--- src/pdc_pkg.sv ---
// Constants, register map and field layout for the loop divider control bank
//////////////////////////////////////////////////////////////////////////////
// What this block does
// - Polarity bit one inverts detector up/down sense
// - Pump current code maps to microamp magnitude
// - Pump mode: tristate, force up, down, normal
// - Power-down: normal, async, normal, sync
// - Fourteen-bit reference ratio split across two registers
// - Six-bit A counter, resets to zero
// - Thirteen-bit B counter split, resets to three
// - Mid-supply bit parks pump output at half
// - Reference reset bit holds reference counter cleared
// - Feedback reset bit holds A and B
// - Global reset bit holds all three counters
// - Bypass makes B divide by one
// - Writes land in buffer; select chooses readback copy
//////////////////////////////////////////////////////////////////////////////
package pdc_pkg;

	// Register offsets
	localparam logic [9:0] PDC_ADDR_READBACK_SEL = 10'h004;
	localparam logic [9:0] PDC_ADDR_LOOP_PUMP    = 10'h010;
	localparam logic [9:0] PDC_ADDR_REF_LOW      = 10'h011;
	localparam logic [9:0] PDC_ADDR_REF_HIGH     = 10'h012;
	localparam logic [9:0] PDC_ADDR_A_COUNT      = 10'h013;
	localparam logic [9:0] PDC_ADDR_B_LOW        = 10'h014;
	localparam logic [9:0] PDC_ADDR_B_HIGH       = 10'h015;
	localparam logic [9:0] PDC_ADDR_CNT_RESET    = 10'h016;
	localparam logic [9:0] PDC_ADDR_UPDATE       = 10'h232;

	// Reset values
	localparam logic [7:0] PDC_RST_LOOP_PUMP = 8'h7D;
	localparam logic [7:0] PDC_RST_REF_LOW   = 8'h01;
	localparam logic [7:0] PDC_RST_REF_HIGH  = 8'h00;
	localparam logic [7:0] PDC_RST_A_COUNT   = 8'h00;
	localparam logic [7:0] PDC_RST_B_LOW     = 8'h03;
	localparam logic [7:0] PDC_RST_B_HIGH    = 8'h00;
	localparam logic [7:0] PDC_RST_CNT_RESET = 8'h06;

	// Field positions
	localparam int PDC_BIT_POLARITY   = 7;
	localparam int PDC_CUR_HI         = 6;
	localparam int PDC_CUR_LO         = 4;
	localparam int PDC_MODE_HI        = 3;
	localparam int PDC_MODE_LO        = 2;
	localparam int PDC_PD_HI          = 1;
	localparam int PDC_PD_LO          = 0;
	localparam int PDC_BIT_MID_SUPPLY = 7;
	localparam int PDC_BIT_RST_REF    = 6;
	localparam int PDC_BIT_RST_FB     = 5;
	localparam int PDC_BIT_RST_ALL    = 4;
	localparam int PDC_BIT_BYPASS     = 3;
	localparam int PDC_BIT_UPDATE     = 0;
	localparam int PDC_BIT_RB_ACTIVE  = 0;

	// Divider widths
	localparam int PDC_R_BITS = 14;
	localparam int PDC_A_BITS = 6;
	localparam int PDC_B_BITS = 13;

	// Pump current: microamps per code step, nominal set resistor
	localparam logic [12:0] PDC_PUMP_STEP_UA = 13'h0258;

	// Pump mode encodings
	localparam logic [1:0] PDC_MODE_TRISTATE = 2'h0;
	localparam logic [1:0] PDC_MODE_FORCE_UP = 2'h1;
	localparam logic [1:0] PDC_MODE_FORCE_DN = 2'h2;
	localparam logic [1:0] PDC_MODE_NORMAL   = 2'h3;

	// Power-down encodings
	localparam logic [1:0] PDC_PD_ASYNC = 2'h1;
	localparam logic [1:0] PDC_PD_SYNC  = 2'h3;

endpackage : pdc_pkg

--- src/pdc_top.sv ---
// Loop divider control bank: buffered registers, decoders and R/A/B counters
`timescale 1ns/100ps
module pdc_top (
	// Clock and reset
	input  wire logic                          REF_CLK_IN,
	input  wire logic                          RESET_N_IN,
	// Register port
	input  wire logic                          REG_WR_IN,
	input  wire logic                          REG_RD_IN,
	input  wire logic [9:0]                    REG_ADDR_IN,
	input  wire logic [7:0]                    REG_WDATA_IN,
	output logic      [7:0]                    REG_RDATA_OUT,
	output logic                               REG_RVALID_OUT,
	// Divider input events
	input  wire logic                          REF_EDGE_IN,
	input  wire logic                          PRESC_EDGE_IN,
	// Phase detector
	input  wire logic                          DET_UP_IN,
	input  wire logic                          DET_DN_IN,
	// Charge pump control
	output logic                               PUMP_SOURCE_OUT,
	output logic                               PUMP_SINK_OUT,
	output logic                               PUMP_DRIVE_OUT,
	output logic                               PUMP_MID_SUPPLY_OUT,
	output logic      [2:0]                    PUMP_CURRENT_CODE_OUT,
	output logic      [12:0]                   PUMP_CURRENT_UA_OUT,
	output logic                               POLARITY_INV_OUT,
	// Power-down
	output logic                               PD_ASYNC_OUT,
	output logic                               PD_SYNC_OUT,
	// Divider outputs
	output logic                               R_DIV_OUT,
	output logic                               N_DIV_OUT,
	output logic                               MODULUS_HIGH_OUT,
	output logic      [2:0]                    PRESC_SEL_OUT,
	output logic                               B_BYPASS_OUT
);
	import pdc_pkg::*;

	//////////////////////////////////////////////////////////////////////////
	// Buffer and active register copies

	logic [7:0] buf_ff [7];
	logic [7:0] act_ff [7];
	logic [7:0] nxt_buf [7];
	logic [7:0] nxt_act [7];
	logic       rb_active_ff;
	logic       nxt_rb_active;
	logic [7:0] rdata_ff;
	logic [7:0] nxt_rdata;
	logic       rvalid_ff;
	logic       nxt_rvalid;
	logic [7:0] rst_val [7];
	logic       wr_hit;
	logic [2:0] wr_idx;
	logic       rd_hit;
	logic [2:0] rd_idx;
	logic       update;

	assign rst_val[0] = PDC_RST_LOOP_PUMP;
	assign rst_val[1] = PDC_RST_REF_LOW;
	assign rst_val[2] = PDC_RST_REF_HIGH;
	assign rst_val[3] = PDC_RST_A_COUNT;
	assign rst_val[4] = PDC_RST_B_LOW;
	assign rst_val[5] = PDC_RST_B_HIGH;
	assign rst_val[6] = PDC_RST_CNT_RESET;

	assign wr_hit = (REG_ADDR_IN >= PDC_ADDR_LOOP_PUMP) && (REG_ADDR_IN <= PDC_ADDR_CNT_RESET);
	assign wr_idx = 3'(REG_ADDR_IN - PDC_ADDR_LOOP_PUMP);
	assign rd_hit = wr_hit;
	assign rd_idx = wr_idx;
	// Update bit self-clears: it is never stored, only acted on
	assign update = REG_WR_IN && (REG_ADDR_IN == PDC_ADDR_UPDATE) && REG_WDATA_IN[PDC_BIT_UPDATE];

	always_comb begin
		nxt_rb_active = rb_active_ff;
		nxt_rvalid    = REG_RD_IN;
		nxt_rdata     = 8'h00;
		for (int i = 0; i < 7; i++) begin
			nxt_buf[i] = buf_ff[i];
			nxt_act[i] = update ? buf_ff[i] : act_ff[i];
		end
		if (REG_WR_IN && wr_hit) begin
			nxt_buf[wr_idx] = REG_WDATA_IN;
		end else if (REG_WR_IN && (REG_ADDR_IN == PDC_ADDR_READBACK_SEL)) begin
			nxt_rb_active = REG_WDATA_IN[PDC_BIT_RB_ACTIVE];
		end
		if (REG_RD_IN) begin
			if (rd_hit) begin
				nxt_rdata = rb_active_ff ? act_ff[rd_idx] : buf_ff[rd_idx];
			end else if (REG_ADDR_IN == PDC_ADDR_READBACK_SEL) begin
				nxt_rdata = {7'h00, rb_active_ff};
			end else begin
				nxt_rdata = 8'h00;
			end
		end
	end

	always_ff @(posedge REF_CLK_IN) begin
		if (!RESET_N_IN) begin
			for (int i = 0; i < 7; i++) begin
				buf_ff[i] <= rst_val[i];
				act_ff[i] <= rst_val[i];
			end
			rb_active_ff <= 1'b0;
			rdata_ff     <= 8'h00;
			rvalid_ff    <= 1'b0;
		end else begin
			for (int i = 0; i < 7; i++) begin
				buf_ff[i] <= nxt_buf[i];
				act_ff[i] <= nxt_act[i];
			end
			rb_active_ff <= nxt_rb_active;
			rdata_ff     <= nxt_rdata;
			rvalid_ff    <= nxt_rvalid;
		end
	end

	assign REG_RDATA_OUT  = rdata_ff;
	assign REG_RVALID_OUT = rvalid_ff;

	//////////////////////////////////////////////////////////////////////////
	// Active field extraction

	logic                  pol_inv;
	logic [2:0]            cur_code;
	logic [1:0]            pump_mode;
	logic [1:0]            pd_mode;
	logic [PDC_R_BITS-1:0] r_ratio;
	logic [PDC_A_BITS-1:0] a_val;
	logic [PDC_B_BITS-1:0] b_val;
	logic                  mid_supply;
	logic                  hold_r;
	logic                  hold_ab;
	logic                  bypass;

	assign pol_inv    = act_ff[0][PDC_BIT_POLARITY];
	assign cur_code   = act_ff[0][PDC_CUR_HI:PDC_CUR_LO];
	assign pump_mode  = act_ff[0][PDC_MODE_HI:PDC_MODE_LO];
	assign pd_mode    = act_ff[0][PDC_PD_HI:PDC_PD_LO];
	assign r_ratio    = {act_ff[2][5:0], act_ff[1]};
	assign a_val      = act_ff[3][5:0];
	assign b_val      = {act_ff[5][4:0], act_ff[4]};
	assign mid_supply = act_ff[6][PDC_BIT_MID_SUPPLY];
	assign hold_r     = act_ff[6][PDC_BIT_RST_REF] || act_ff[6][PDC_BIT_RST_ALL];
	assign hold_ab    = act_ff[6][PDC_BIT_RST_FB] || act_ff[6][PDC_BIT_RST_ALL];
	// Bypass only meaningful with prescaler in fixed-divide mode
	assign bypass     = act_ff[6][PDC_BIT_BYPASS];

	//////////////////////////////////////////////////////////////////////////
	// Pump and power-down decode

	logic        src_ff;
	logic        snk_ff;
	logic        drive_ff;
	logic [12:0] ua_ff;
	logic        nxt_src;
	logic        nxt_snk;
	logic        nxt_drive;
	logic [12:0] nxt_ua;
	logic        det_up;
	logic        det_dn;

	// Inverted sense swaps the detector outputs
	assign det_up = pol_inv ? DET_DN_IN : DET_UP_IN;
	assign det_dn = pol_inv ? DET_UP_IN : DET_DN_IN;

	always_comb begin
		nxt_ua    = 13'(PDC_PUMP_STEP_UA * ({10'h000, cur_code} + 13'h0001));
		nxt_src   = 1'b0;
		nxt_snk   = 1'b0;
		nxt_drive = 1'b0;
		case (pump_mode)
			PDC_MODE_TRISTATE: begin
				nxt_drive = 1'b0;
			end
			PDC_MODE_FORCE_UP: begin
				nxt_src   = 1'b1;
				nxt_drive = 1'b1;
			end
			PDC_MODE_FORCE_DN: begin
				nxt_snk   = 1'b1;
				nxt_drive = 1'b1;
			end
			default: begin
				nxt_src   = det_up;
				nxt_snk   = det_dn;
				nxt_drive = 1'b1;
			end
		endcase
		// Mid-supply overrides pumping entirely
		if (mid_supply) begin
			nxt_src   = 1'b0;
			nxt_snk   = 1'b0;
			nxt_drive = 1'b0;
		end
	end

	always_ff @(posedge REF_CLK_IN) begin
		if (!RESET_N_IN) begin
			src_ff   <= 1'b0;
			snk_ff   <= 1'b0;
			drive_ff <= 1'b0;
			ua_ff    <= 13'h0000;
		end else begin
			src_ff   <= nxt_src;
			snk_ff   <= nxt_snk;
			drive_ff <= nxt_drive;
			ua_ff    <= nxt_ua;
		end
	end

	assign PUMP_SOURCE_OUT       = src_ff;
	assign PUMP_SINK_OUT         = snk_ff;
	assign PUMP_DRIVE_OUT        = drive_ff;
	assign PUMP_CURRENT_UA_OUT   = ua_ff;
	assign PUMP_CURRENT_CODE_OUT = cur_code;
	assign PUMP_MID_SUPPLY_OUT   = mid_supply;
	assign POLARITY_INV_OUT      = pol_inv;
	assign PD_ASYNC_OUT          = (pd_mode == PDC_PD_ASYNC);
	assign PD_SYNC_OUT           = (pd_mode == PDC_PD_SYNC);
	assign PRESC_SEL_OUT         = act_ff[6][2:0];
	assign B_BYPASS_OUT          = bypass;

	//////////////////////////////////////////////////////////////////////////
	// Reference, A and B counters

	logic [PDC_R_BITS-1:0] r_cnt_ff;
	logic [PDC_R_BITS-1:0] nxt_r_cnt;
	logic [PDC_B_BITS-1:0] b_cnt_ff;
	logic [PDC_B_BITS-1:0] nxt_b_cnt;
	logic                  r_pulse_ff;
	logic                  nxt_r_pulse;
	logic                  n_pulse_ff;
	logic                  nxt_n_pulse;
	logic                  mod_ff;
	logic                  nxt_mod;
	logic [PDC_R_BITS-1:0] r_last;
	logic [PDC_B_BITS-1:0] b_last;

	// Ratio of zero treated as one
	assign r_last = (r_ratio == '0) ? '0 : r_ratio - 1'b1;
	assign b_last = (bypass || b_val == '0) ? '0 : b_val - 1'b1;

	always_comb begin
		nxt_r_cnt   = r_cnt_ff;
		nxt_r_pulse = 1'b0;
		nxt_b_cnt   = b_cnt_ff;
		nxt_n_pulse = 1'b0;
		if (hold_r) begin
			nxt_r_cnt = '0;
		end else if (REF_EDGE_IN) begin
			if (r_cnt_ff >= r_last) begin
				nxt_r_cnt   = '0;
				nxt_r_pulse = 1'b1;
			end else begin
				nxt_r_cnt = r_cnt_ff + 1'b1;
			end
		end
		if (hold_ab) begin
			nxt_b_cnt = '0;
		end else if (PRESC_EDGE_IN) begin
			if (b_cnt_ff >= b_last) begin
				nxt_b_cnt   = '0;
				nxt_n_pulse = 1'b1;
			end else begin
				nxt_b_cnt = b_cnt_ff + 1'b1;
			end
		end
		// Prescaler takes high modulus for first A cycles of each B period
		nxt_mod = !hold_ab && !bypass && ({7'h00, a_val} > nxt_b_cnt);
	end

	always_ff @(posedge REF_CLK_IN) begin
		if (!RESET_N_IN) begin
			r_cnt_ff   <= '0;
			b_cnt_ff   <= '0;
			r_pulse_ff <= 1'b0;
			n_pulse_ff <= 1'b0;
			mod_ff     <= 1'b0;
		end else begin
			r_cnt_ff   <= nxt_r_cnt;
			b_cnt_ff   <= nxt_b_cnt;
			r_pulse_ff <= nxt_r_pulse;
			n_pulse_ff <= nxt_n_pulse;
			mod_ff     <= nxt_mod;
		end
	end

	assign R_DIV_OUT        = r_pulse_ff;
	assign N_DIV_OUT        = n_pulse_ff;
	assign MODULUS_HIGH_OUT = mod_ff;

endmodule : pdc_top

--- config.mk ---
export PLATFORM = sky130hd
export DESIGN_NAME = pdc_top
export DESIGN_NICKNAME = d
export VERILOG_FILES = /design/src/pdc_pkg.sv /design/src/pdc_top.sv
export SDC_FILE = /design/constraint.sdc
export NUM_CORES = 1
export LEC_CHECK = 0
export BUFFER_PORTS_ARGS = -buffer_cell sky130_fd_sc_hd__buf_2
export CORE_MARGIN = 2
export CORE_UTILIZATION = 47
export CTS_CLUSTER_SIZE = 40
export DETAILED_ROUTE_END_ITERATION = 7
export PLACE_DENSITY = 0.79
export SLEW_MARGIN = 20
export SYNTH_ARGS = -nofsm -noshare
export SYNTH_HDL_FRONTEND = slang
export SYNTH_SLANG_ARGS = --single-unit
export TNS_END_PERCENT = 20
--- constraint.sdc ---
create_clock -name REF_CLK_IN -period 3.8 [get_ports REF_CLK_IN]
set_clock_uncertainty 0.2 [all_clocks]
set_input_delay 0.57 -clock REF_CLK_IN [delete_from_list [all_inputs] [get_ports REF_CLK_IN]]
set_output_delay 0.57 -clock REF_CLK_IN [all_outputs]
set_load 0.01 [all_outputs]
==> Flow_metrics.wiki, run 1 <==
{| class="wikitable"
! Metric !! Value
|-
| Utilization of the core after routing || 55.6%
|-
| Gate count of the mapped netlist || 1012
|-
| Post-synthesis adder-cell area fraction || 7.33%
|-
| Slew margin rel. || 28.0%
|-
| Top sig layer || met4
|-
| Number of buffers created by CTS || 17
|-
| Reg2reg end || MODULUS_HIGH_OUT
|-
| Number of buffers inserted by hold repair at cts || 0
|-
| Hold endpoint || PUMP_SINK_OUT
|-
| Clock H-tree levels || 4
|-
| Total wirelength of the detailed-routed design || 22400 µm
|-
| Filler instances || 1594
|-
| Largest net degree at the start of global routing || 104
|-
| Number of vias after detailed routing || 7414
|-
| Weighted congestion reported at the end of routability-driven placement || 0.909
|-
| Post-synthesis sequential area ratio || 37.5%
|-
| Post-synthesis cell type with the largest combined area || sky130_fd_sc_hd__dfxtp_1
|-
| Number of cells on the worst hold path || 3
|-
| Critical setup path kind || flop to flop
|-
| Worst Tran Pin Value || 1.08 ns
|-
| Area of all placed cells without fillers || 10300 µm²
|-
| Proportion of layout cells with a drive suffix above 1 || 19.3%
|-
| Pre-CTS setup slack || -0.243 ns
|-
| CTS sink count || 165
|-
| Final hold slack || 0.259 ns
|-
| Minimum setup slack among reg-to-reg paths || -0.13 ns
|-
| Die Area || 19800 µm²
|-
| Largest cells by area after synthesis || sky130_fd_sc_hd__dfxtp_1 (38%), sky130_fd_sc_hd__nand2_1 (9.3%), sky130_fd_sc_hd__ha_1 (7.1%)
|-
| Count of distinct cell types in the synthesized netlist || 53
|-
| Max Clk Rate || 0.255 GHz
|-
| Routed wire length on met2 || 10300 µm
|-
| Post-route fraction of the period consumed by the critical path || 103%
|-
| Unrepaired setup endpoints after global routing || true
|-
| Top-level port count || 65
|-
| Worst setup EP type || flop
|-
| Req. time, crit path || 3.91 ns
|-
| Seq pwr share || 48.3%
|-
| Number of failing hold endpoints at the final stage || 0
|-
| Leading post-synthesis cells by instance count || sky130_fd_sc_hd__nand2_1 (219), sky130_fd_sc_hd__dfxtp_1 (165), sky130_fd_sc_hd__nand3_1 (62)
|-
| Total core area || 18500 µm²
|-
| Yosys synthesis warning count || 0
|-
| Post-detailed-route wirelength per cell || 17.0 µm
|-
| Max IR drop VDD || 0.327 mV
|-
| Starting density of the core || 47.5%
|-
| Most common cell in the synthesized netlist || sky130_fd_sc_hd__nand2_1
|-
| Fraction of the mapped netlist area in compound gates || 11.4%
|-
| Clock network latency to the later pin of the worst-skew pair || 0.43 ns
|-
| Root buffer cell || sky130_fd_sc_hd__clkbuf_16
|-
| Combinational family with the most area after synthesis || simple AND/OR/NAND/NOR gates
|-
| Register bit count reported by yosys || 165
|-
| Initial detailed-routing violation count || 518
|-
| Wire length the detailed router placed on met1 || 10300 µm
|-
| First-pass GRT wire length || 36500 µm
|-
| Synth Area per Inst || 8.70 µm²
|-
| Final antenna diode count || 0
|-
| Routed Antenna Nets || 0
|-
| Synth Area in Simple Gates || 23.4%
|-
| Power per Cell Area || 351 nW/µm²
|-
| Final WS setup || -0.126 ns
|-
| Number of antenna violations at the first check in global routing || 0
|-
| Worst Path Max Fanout || 6
|-
| Post-synthesis to final-layout area growth || 17.0%
|-
| EDFF count, synth || 0
|-
| DRC violation count after routing || 0
|-
| Port Buffer Count || 61
|-
| Vias per std cell || 5.63
|-
| XOR/XNOR share of the synthesized area || 4.88%
|-
| Share of the synthesized area in the top cell type || 37.5%
|-
| Hold path start || DET_DN_IN
|-
| Die X-Extent || 141 µm
|-
| Setup violators final || 1
|-
| Share of total power in the clock network || 45.7%
|-
| Vertical die dimension || 141 µm
|-
| Placed cell area || 9490 µm²
|-
| Register clock-pin slew on the reported worst setup and hold paths || 0.07 ns
|-
| Deepest clock path buffer count || 2
|-
| Row count || 50
|-
| Class of the tightest hold or removal check || input pin to flop
|-
| TritonRoute pass-1 iters || 6
|-
| Run status || complete, but fails checks
|-
| Routed length on met3 || 1360 µm
|-
| Critical Path AT || 4.04 ns
|-
| Sum of negative setup slack || -0.126 ns
|-
| Failing checks || setup timing
|-
| Internal Power || 0.00274 W
|-
| Cell leakage power || 4.16 nW
|-
| Commonest register cell after synthesis || sky130_fd_sc_hd__dfxtp_1
|-
| Final HPWL DP || 15900 µm
|-
| Power dissipated by switching net loads || 0.000877 W
|-
| Number of pins exceeding their max-slew limit in the final report || 0
|-
| Combinational cell fraction of total power || 6.0%
|-
| Overflow after GRT || 0
|-
| Max-cap viol count || 0
|-
| Mapped Area || 8800 µm²
|-
| Minimum clock period after layout || 3.93 ns
|-
| Overall routing resource usage || 23.0%
|-
| Vias in the first global route || 7159
|-
| FFs w/ async S/R, synth || 0%
|-
| Post-synthesis mux area share || 11.1%
|-
| Critical path launch point type || flop
|-
| Net switching share of the total power || 24.3%
|-
| Reg2Reg Depth || 21
|-
| Reg-to-reg startpoint || act_ff[4][0]
|-
| Final layout net count || 1149
|-
| TritonCTS clock tree || built
|}
-- registers in the layout, indices dropped and copies added (netlist names), 8 cells and up --
name                 count
r_cnt_ff                14
b_cnt_ff                13
REG_RDATA_OUT            8
buf_ff                  56
act_ff                  56
PUMP_CURRENT_UA_OUT     10
-- area by class of cell --
cell class | count | area (µm²) | area share [%]
multi-input combinational | 761 | 5400 | 52.4
sequential | 165 | 3310 | 32.1
timing repair buffer | 106 | 672 | 6.52
clock buffer | 17 | 425 | 4.13
tap | 234 | 293 | 2.84
clock inverter | 14 | 129 | 1.25
inverter | 21 | 78.8 | 0.765
-- layer usage --
metal,track usage (%),vias up
li1,-,3601
met1,31.0,3504
met2,36.6,262
met3,4.38,47
met4,9.00,0
met5,0,-
-- how the worst max path moves through the flow --
stage | startpoint | endpoint | depth (start not counted)
finish | act_ff[4][0] | MODULUS_HIGH_OUT | 21
global route | act_ff[4][0] | MODULUS_HIGH_OUT | 20
CTS | act_ff[4][1] | MODULUS_HIGH_OUT | 21
detailed placement | act_ff[4][1] | MODULUS_HIGH_OUT | 18
global placement | act_ff[4][1] | MODULUS_HIGH_OUT | 20
floorplan | act_ff[4][1] | MODULUS_HIGH_OUT | 21
-- kinds of logic after synthesis --
kind of cell / Yosys count
DFF: 165
other: 1
muxes: 69
and+or+nand+nor: 445
buffers and inverters: 88
xor gates and xnor gates: 49
adders and majority gates: 51
AOI/OAI and AO/OA: 144
-- layout by cell type, fill, tap and decap left out, drive strengths merged, types with 3 or more instances in the layout --
cell,n
clkinv,7
and2,12
xor2,27
mux2i,46
xnor2,22
clkinvlp,3
nor4,5
a21o,4
or2,5
nand4,8
o31ai,3
inv,24
nor3,24
or3,8
nand2,219
nor2,44
o211ai,7
o21a,4
a211oi,3
a21oi,12
nor2b,33
a21boi,70
o21ai,27
dfxtp,165
and3,10
and4,3
nand3,62
conb,3
nand2b,4
clkbuf,17
ha,50
buf,106
mux4,23
-- metrics by stage --
stage                     cells  total power (W)
after floorplan            1014          0.00192
after global placement     1283          0.00199
after detailed placement   1283          0.00199
after CTS                  1314          0.00362
after global routing       1318          0.00372
final                      1318          0.00361
-- power groups by stage --
| stage | Clock (W) | Combinational (W) | Sequential, W |
|---|---|---|---|
| floorplan | 0 | 0.000135 | 0.00179 |
| global placement | 0 | 0.000201 | 0.00178 |
| detailed placement | 0 | 0.000204 | 0.00178 |
| CTS | 0.00167 | 0.000210 | 0.00175 |
| global route | 0.00174 | 0.000234 | 0.00175 |
| finish | 0.00165 | 0.000217 | 0.00175 |
-- critical path, cell delays in order (launching register included) --
cell,delay (ns)
sky130_fd_sc_hd__dfxtp_2,0.32
sky130_fd_sc_hd__inv_2,0.07
sky130_fd_sc_hd__ha_4,0.15
sky130_fd_sc_hd__nand2_4,0.04
sky130_fd_sc_hd__or3_4,0.37
sky130_fd_sc_hd__buf_4,0.15
sky130_fd_sc_hd__nor2_2,0.08
sky130_fd_sc_hd__xor2_1,0.17
sky130_fd_sc_hd__nand2_1,0.08
sky130_fd_sc_hd__ha_1,0.32
sky130_fd_sc_hd__a21oi_2,0.17
sky130_fd_sc_hd__o21ai_2,0.10
sky130_fd_sc_hd__a211oi_2,0.28
sky130_fd_sc_hd__o31ai_4,0.16
sky130_fd_sc_hd__or2_4,0.28
sky130_fd_sc_hd__ha_4,0.21
sky130_fd_sc_hd__nor2b_1,0.12
sky130_fd_sc_hd__o21a_1,0.16
sky130_fd_sc_hd__o21ai_1,0.13
sky130_fd_sc_hd__a21oi_1,0.08
sky130_fd_sc_hd__o21ai_1,0.13
sky130_fd_sc_hd__nor2_1,0.05
-- what timing repair did --
action | 4_1_cts | 5_1_grt
pin swaps | 11 | 15
setup buffers | 0 | 4
resized for setup | 21 | 19
setup endpoints to repair | 3 | 15
Power figures use the tool's default switching activity.
==> inputs of run 2 (changes only) <==
Settings changed: CAP_MARGIN set to 20, PLACE_DENSITY 0.79 to 0.77.
Clock period 3.8 ns to 4.5 ns, I/O delays scaled along.
==> Flow_metrics.wiki, run 2 (synthesis gave the netlist of run 1 again) <==
{| class="wikitable"
! Metric !! Value
|-
| Post-route fraction of the period consumed by the critical path || 93.1% (-10 points)
|-
| Number of pins exceeding their max-slew limit in the final report || 0 (unchanged)
|-
| Vias per std cell || 5.53 (-1.7%)
|-
| Initial detailed-routing violation count || 534 (+3.1%)
|-
| TritonRoute pass-1 iters || 5 (-1)
|-
| Largest net degree at the start of global routing || 97 (-6.7%)
|-
| Beginning of the critical path || act_ff[4][0]
|-
| Vertical die dimension || 141 µm (unchanged)
|-
| Post-synthesis to final-layout area growth || 12.2%
|-
| Total placed cells including tap cells || 1253 (-2.3%)
|-
| Register clock-pin slew on the reported worst setup and hold paths || 0.07 ns (about the same)
|-
| First-pass GRT wire length || 34000 µm (-6.8%)
|-
| Slew margin rel. || 30.3% (+2.4 points)
|-
| DRC violation count after routing || 0 (unchanged)
|-
| Number of buffers inserted by hold repair at cts || 0 (unchanged)
|-
| Total wirelength of the detailed-routed design || 21000 µm (-6.3%)
|-
| Worst setup EP type || flop
|-
| Met3 routing resource usage after global routing || 5.81% (+1.4 points)
|-
| Vias in the first global route || 6616 (-7.6%)
|-
| Number of failing hold endpoints at the final stage || 0 (unchanged)
|-
| Final non-filler cell total || 1285 (-2.5%)
|-
| Root buffer cell || sky130_fd_sc_hd__clkbuf_16
|-
| Final HPWL DP || 15100 µm (-5.0%)
|-
| Starting density of the core || 47.5% (unchanged)
|-
| Met1 GRT Util || 29.8% (-1.2 points)
|-
| Port Buffer Count || 61 (unchanged)
|-
| CTS sink count || 165 (unchanged)
|-
| Worst Path Max Fanout || 7 (+1)
|-
| Final antenna diode count || 0 (unchanged)
|-
| Final layout net count || 1115 (-3.0%)
|-
| Total core area || 18500 µm² (unchanged)
|-
| Unrepaired setup endpoints after global routing || false
|-
| Routed Antenna Nets || 0 (unchanged)
|-
| Biggest regs || act_ff: 56 flops, buf_ff: 56 flops, r_cnt_ff: 14 flops
|-
| TritonCTS clock tree || built
|-
| Number of vias after detailed routing || 7104 (-4.2%)
|-
| Run status || finished, final reports clean
|-
| Max-cap viol count || 0 (unchanged)
|-
| Hold path start || act_ff[2][7]
|-
| Met2 routing resource usage after global routing || 33.0% (-3.6 points)
|-
| Die X-Extent || 141 µm (unchanged)
|-
| Most utilized layer in the global route result || met2
|-
| Critical setup path kind || flop to flop
|-
| Req. time, crit path || 4.61 ns (+0.70 ns)
|-
| Number of antenna violations at the first check in global routing || 0 (unchanged)
|-
| Utilization of the core after routing || 53.3% (-2.3 points)
|-
| Overflow after GRT || 0 (unchanged)
|-
| Class of the tightest hold or removal check || flop to flop
|-
| Top-level port count || 65 (unchanged)
|-
| Minimum clock period after layout || 4.19 ns (+0.265 ns)
|-
| Reg-to-reg startpoint || act_ff[4][0]
|-
| Max Clk Rate || 0.239 GHz (-6.3%)
|-
| Final hold slack || 0.266 ns (+0.00676 ns)
|-
| Overall routing resource usage || 21.7% (-1.3 points)
|-
| Number of buffers created by CTS || 17 (unchanged)
|-
| Cell leakage power || 4.00 nW (-4.0%)
|-
| Power per Cell Area || 323 nW/µm² (-7.9%)
|-
| Filler instances || 1668 (+4.6%)
|-
| Weighted congestion reported at the end of routability-driven placement || 0.877 (-3.5%)
|-
| Clock H-tree levels || 4 (unchanged)
|-
| Worst Tran Pin Value || 1.05 ns (-0.0353 ns)
|-
| Most common cell after layout, fill and taps aside || sky130_fd_sc_hd__nand2_1
|-
| Clock network latency to the later pin of the worst-skew pair || 0.44 ns (about the same)
|-
| Proportion of layout cells with a drive suffix above 1 || 14.0% (-5.3 points)
|-
| Setup violators final || 0 (-1)
|-
| Critical path launch point type || flop
|-
| Sum of negative setup slack || 0 ns (+0.126 ns)
|-
| Row count || 50 (unchanged)
|-
| Deepest clock path buffer count || 2 (unchanged)
|-
| Critical Path AT || 4.31 ns (+0.27 ns)
|-
| Leading cell types in the layout, fill and taps excluded || sky130_fd_sc_hd__nand2_1 (219), sky130_fd_sc_hd__dfxtp_1 (165), sky130_fd_sc_hd__nand3_1 (62)
|-
| Max IR drop VDD || 0.230 mV (-30%)
|-
| Buffer count from post-CTS setup fixing || 0 (unchanged)
|-
| Die Area || 19800 µm² (unchanged)
|-
| Post-detailed-route wirelength per cell || 16.3 µm (-3.9%)
|}
run 2: cell types whose count changed in the layout (fill, tap and decap cells not counted), moves of 3 or more:
cell | before | now
sky130_fd_sc_hd__ha_1 | 42 | 50
sky130_fd_sc_hd__or2_4 | 4 | 0
sky130_fd_sc_hd__a21oi_1 | 7 | 10
sky130_fd_sc_hd__clkinvlp_4 | 3 | 0
sky130_fd_sc_hd__ha_4 | 8 | 0
sky130_fd_sc_hd__inv_6 | 3 | 8
sky130_fd_sc_hd__nand2_1 | 216 | 219
sky130_fd_sc_hd__or2_2 | 1 | 5
sky130_fd_sc_hd__clkinv_4 | 4 | 1
sky130_fd_sc_hd__buf_4 | 42 | 10
run 2: layout make-up:
type	instances	area, µm²	area share [%]
Inverter	21	78.8	0.798
Tap cell	234	293	2.97
Sequential cell	165	3300	33.5
Multi-Input combinational cell	761	5170	52.4
Clock inverter	14	185	1.88
Clock buffer	18	439	4.45
Timing Repair Buffer	72	400	4.06
run 2: final timing paths:
kind,end,slack [ns],cells past startpoint
worst min-delay path,act_ff[2][7],0.27,2
worst min register to register,act_ff[2][7],0.27,2
worst max register to register,MODULUS_HIGH_OUT,0.31,21
worst max-delay path,MODULUS_HIGH_OUT,0.31,21
run 2: power breakdown:
part / leakage, nW / internal, W / total [W] / switching, W
combinational: 2.35 / 0.0000701 / 0.000169 / 0.0000990
sequential: 1.33 / 0.00147 / 0.00147 / 0.00000508
clock: 0.309 / 0.000906 / 0.00155 / 0.000642
total: 4.00 / 0.00245 / 0.00319 / 0.000746
run 2: metrics by stage:
stage | area [µm²] | power [W] | worst slack [ns]
after global placement | 9210 | 0.00167 | 0.255
after floorplan | 8810 | 0.00162 | 0.389
after detailed placement | 9210 | 0.00167 | 0.111
after CTS | 9830 | 0.00321 | 0.0774
after global routing | 9870 | 0.00329 | 0.000511
final | 9870 | 0.00319 | 0.308
run 2: routing by layer:
| metal | share of wire (%) | vias up |
|---|---|---|
| met3 | 7.6 | 31 |
| met5 | 0 | - |
| met4 | 2.2 | 0 |
| met1 | 45 | 3296 |
| li1 | - | 3539 |
| met2 | 45 | 238 |
run 2: repair_timing:
item / in CTS / in global routing
resized for setup: 0 / 10
setup endpoints to repair: 0 / 1
endpoints found under the hold margin: 0 / 0
run 2: worst max-delay path, stage by stage, from the launching register on:
cell and delay [ns]:
sky130_fd_sc_hd__dfxtp_1 0.34, sky130_fd_sc_hd__inv_1 0.10, sky130_fd_sc_hd__ha_1 0.19, sky130_fd_sc_hd__nand2_1 0.08
sky130_fd_sc_hd__or3_4 0.38, sky130_fd_sc_hd__nor3_2 0.14, sky130_fd_sc_hd__xor2_1 0.17, sky130_fd_sc_hd__nand2_1 0.08
sky130_fd_sc_hd__ha_1 0.34, sky130_fd_sc_hd__a21oi_2 0.18, sky130_fd_sc_hd__o211ai_1 0.13, sky130_fd_sc_hd__a21oi_2 0.15
sky130_fd_sc_hd__o31ai_1 0.09, sky130_fd_sc_hd__buf_4 0.17, sky130_fd_sc_hd__or2_2 0.30, sky130_fd_sc_hd__ha_1 0.31
sky130_fd_sc_hd__nor2b_1 0.14, sky130_fd_sc_hd__o21a_1 0.16, sky130_fd_sc_hd__o21ai_1 0.11, sky130_fd_sc_hd__a21oi_1 0.07
sky130_fd_sc_hd__o21ai_0 0.16, sky130_fd_sc_hd__nor2_1 0.06
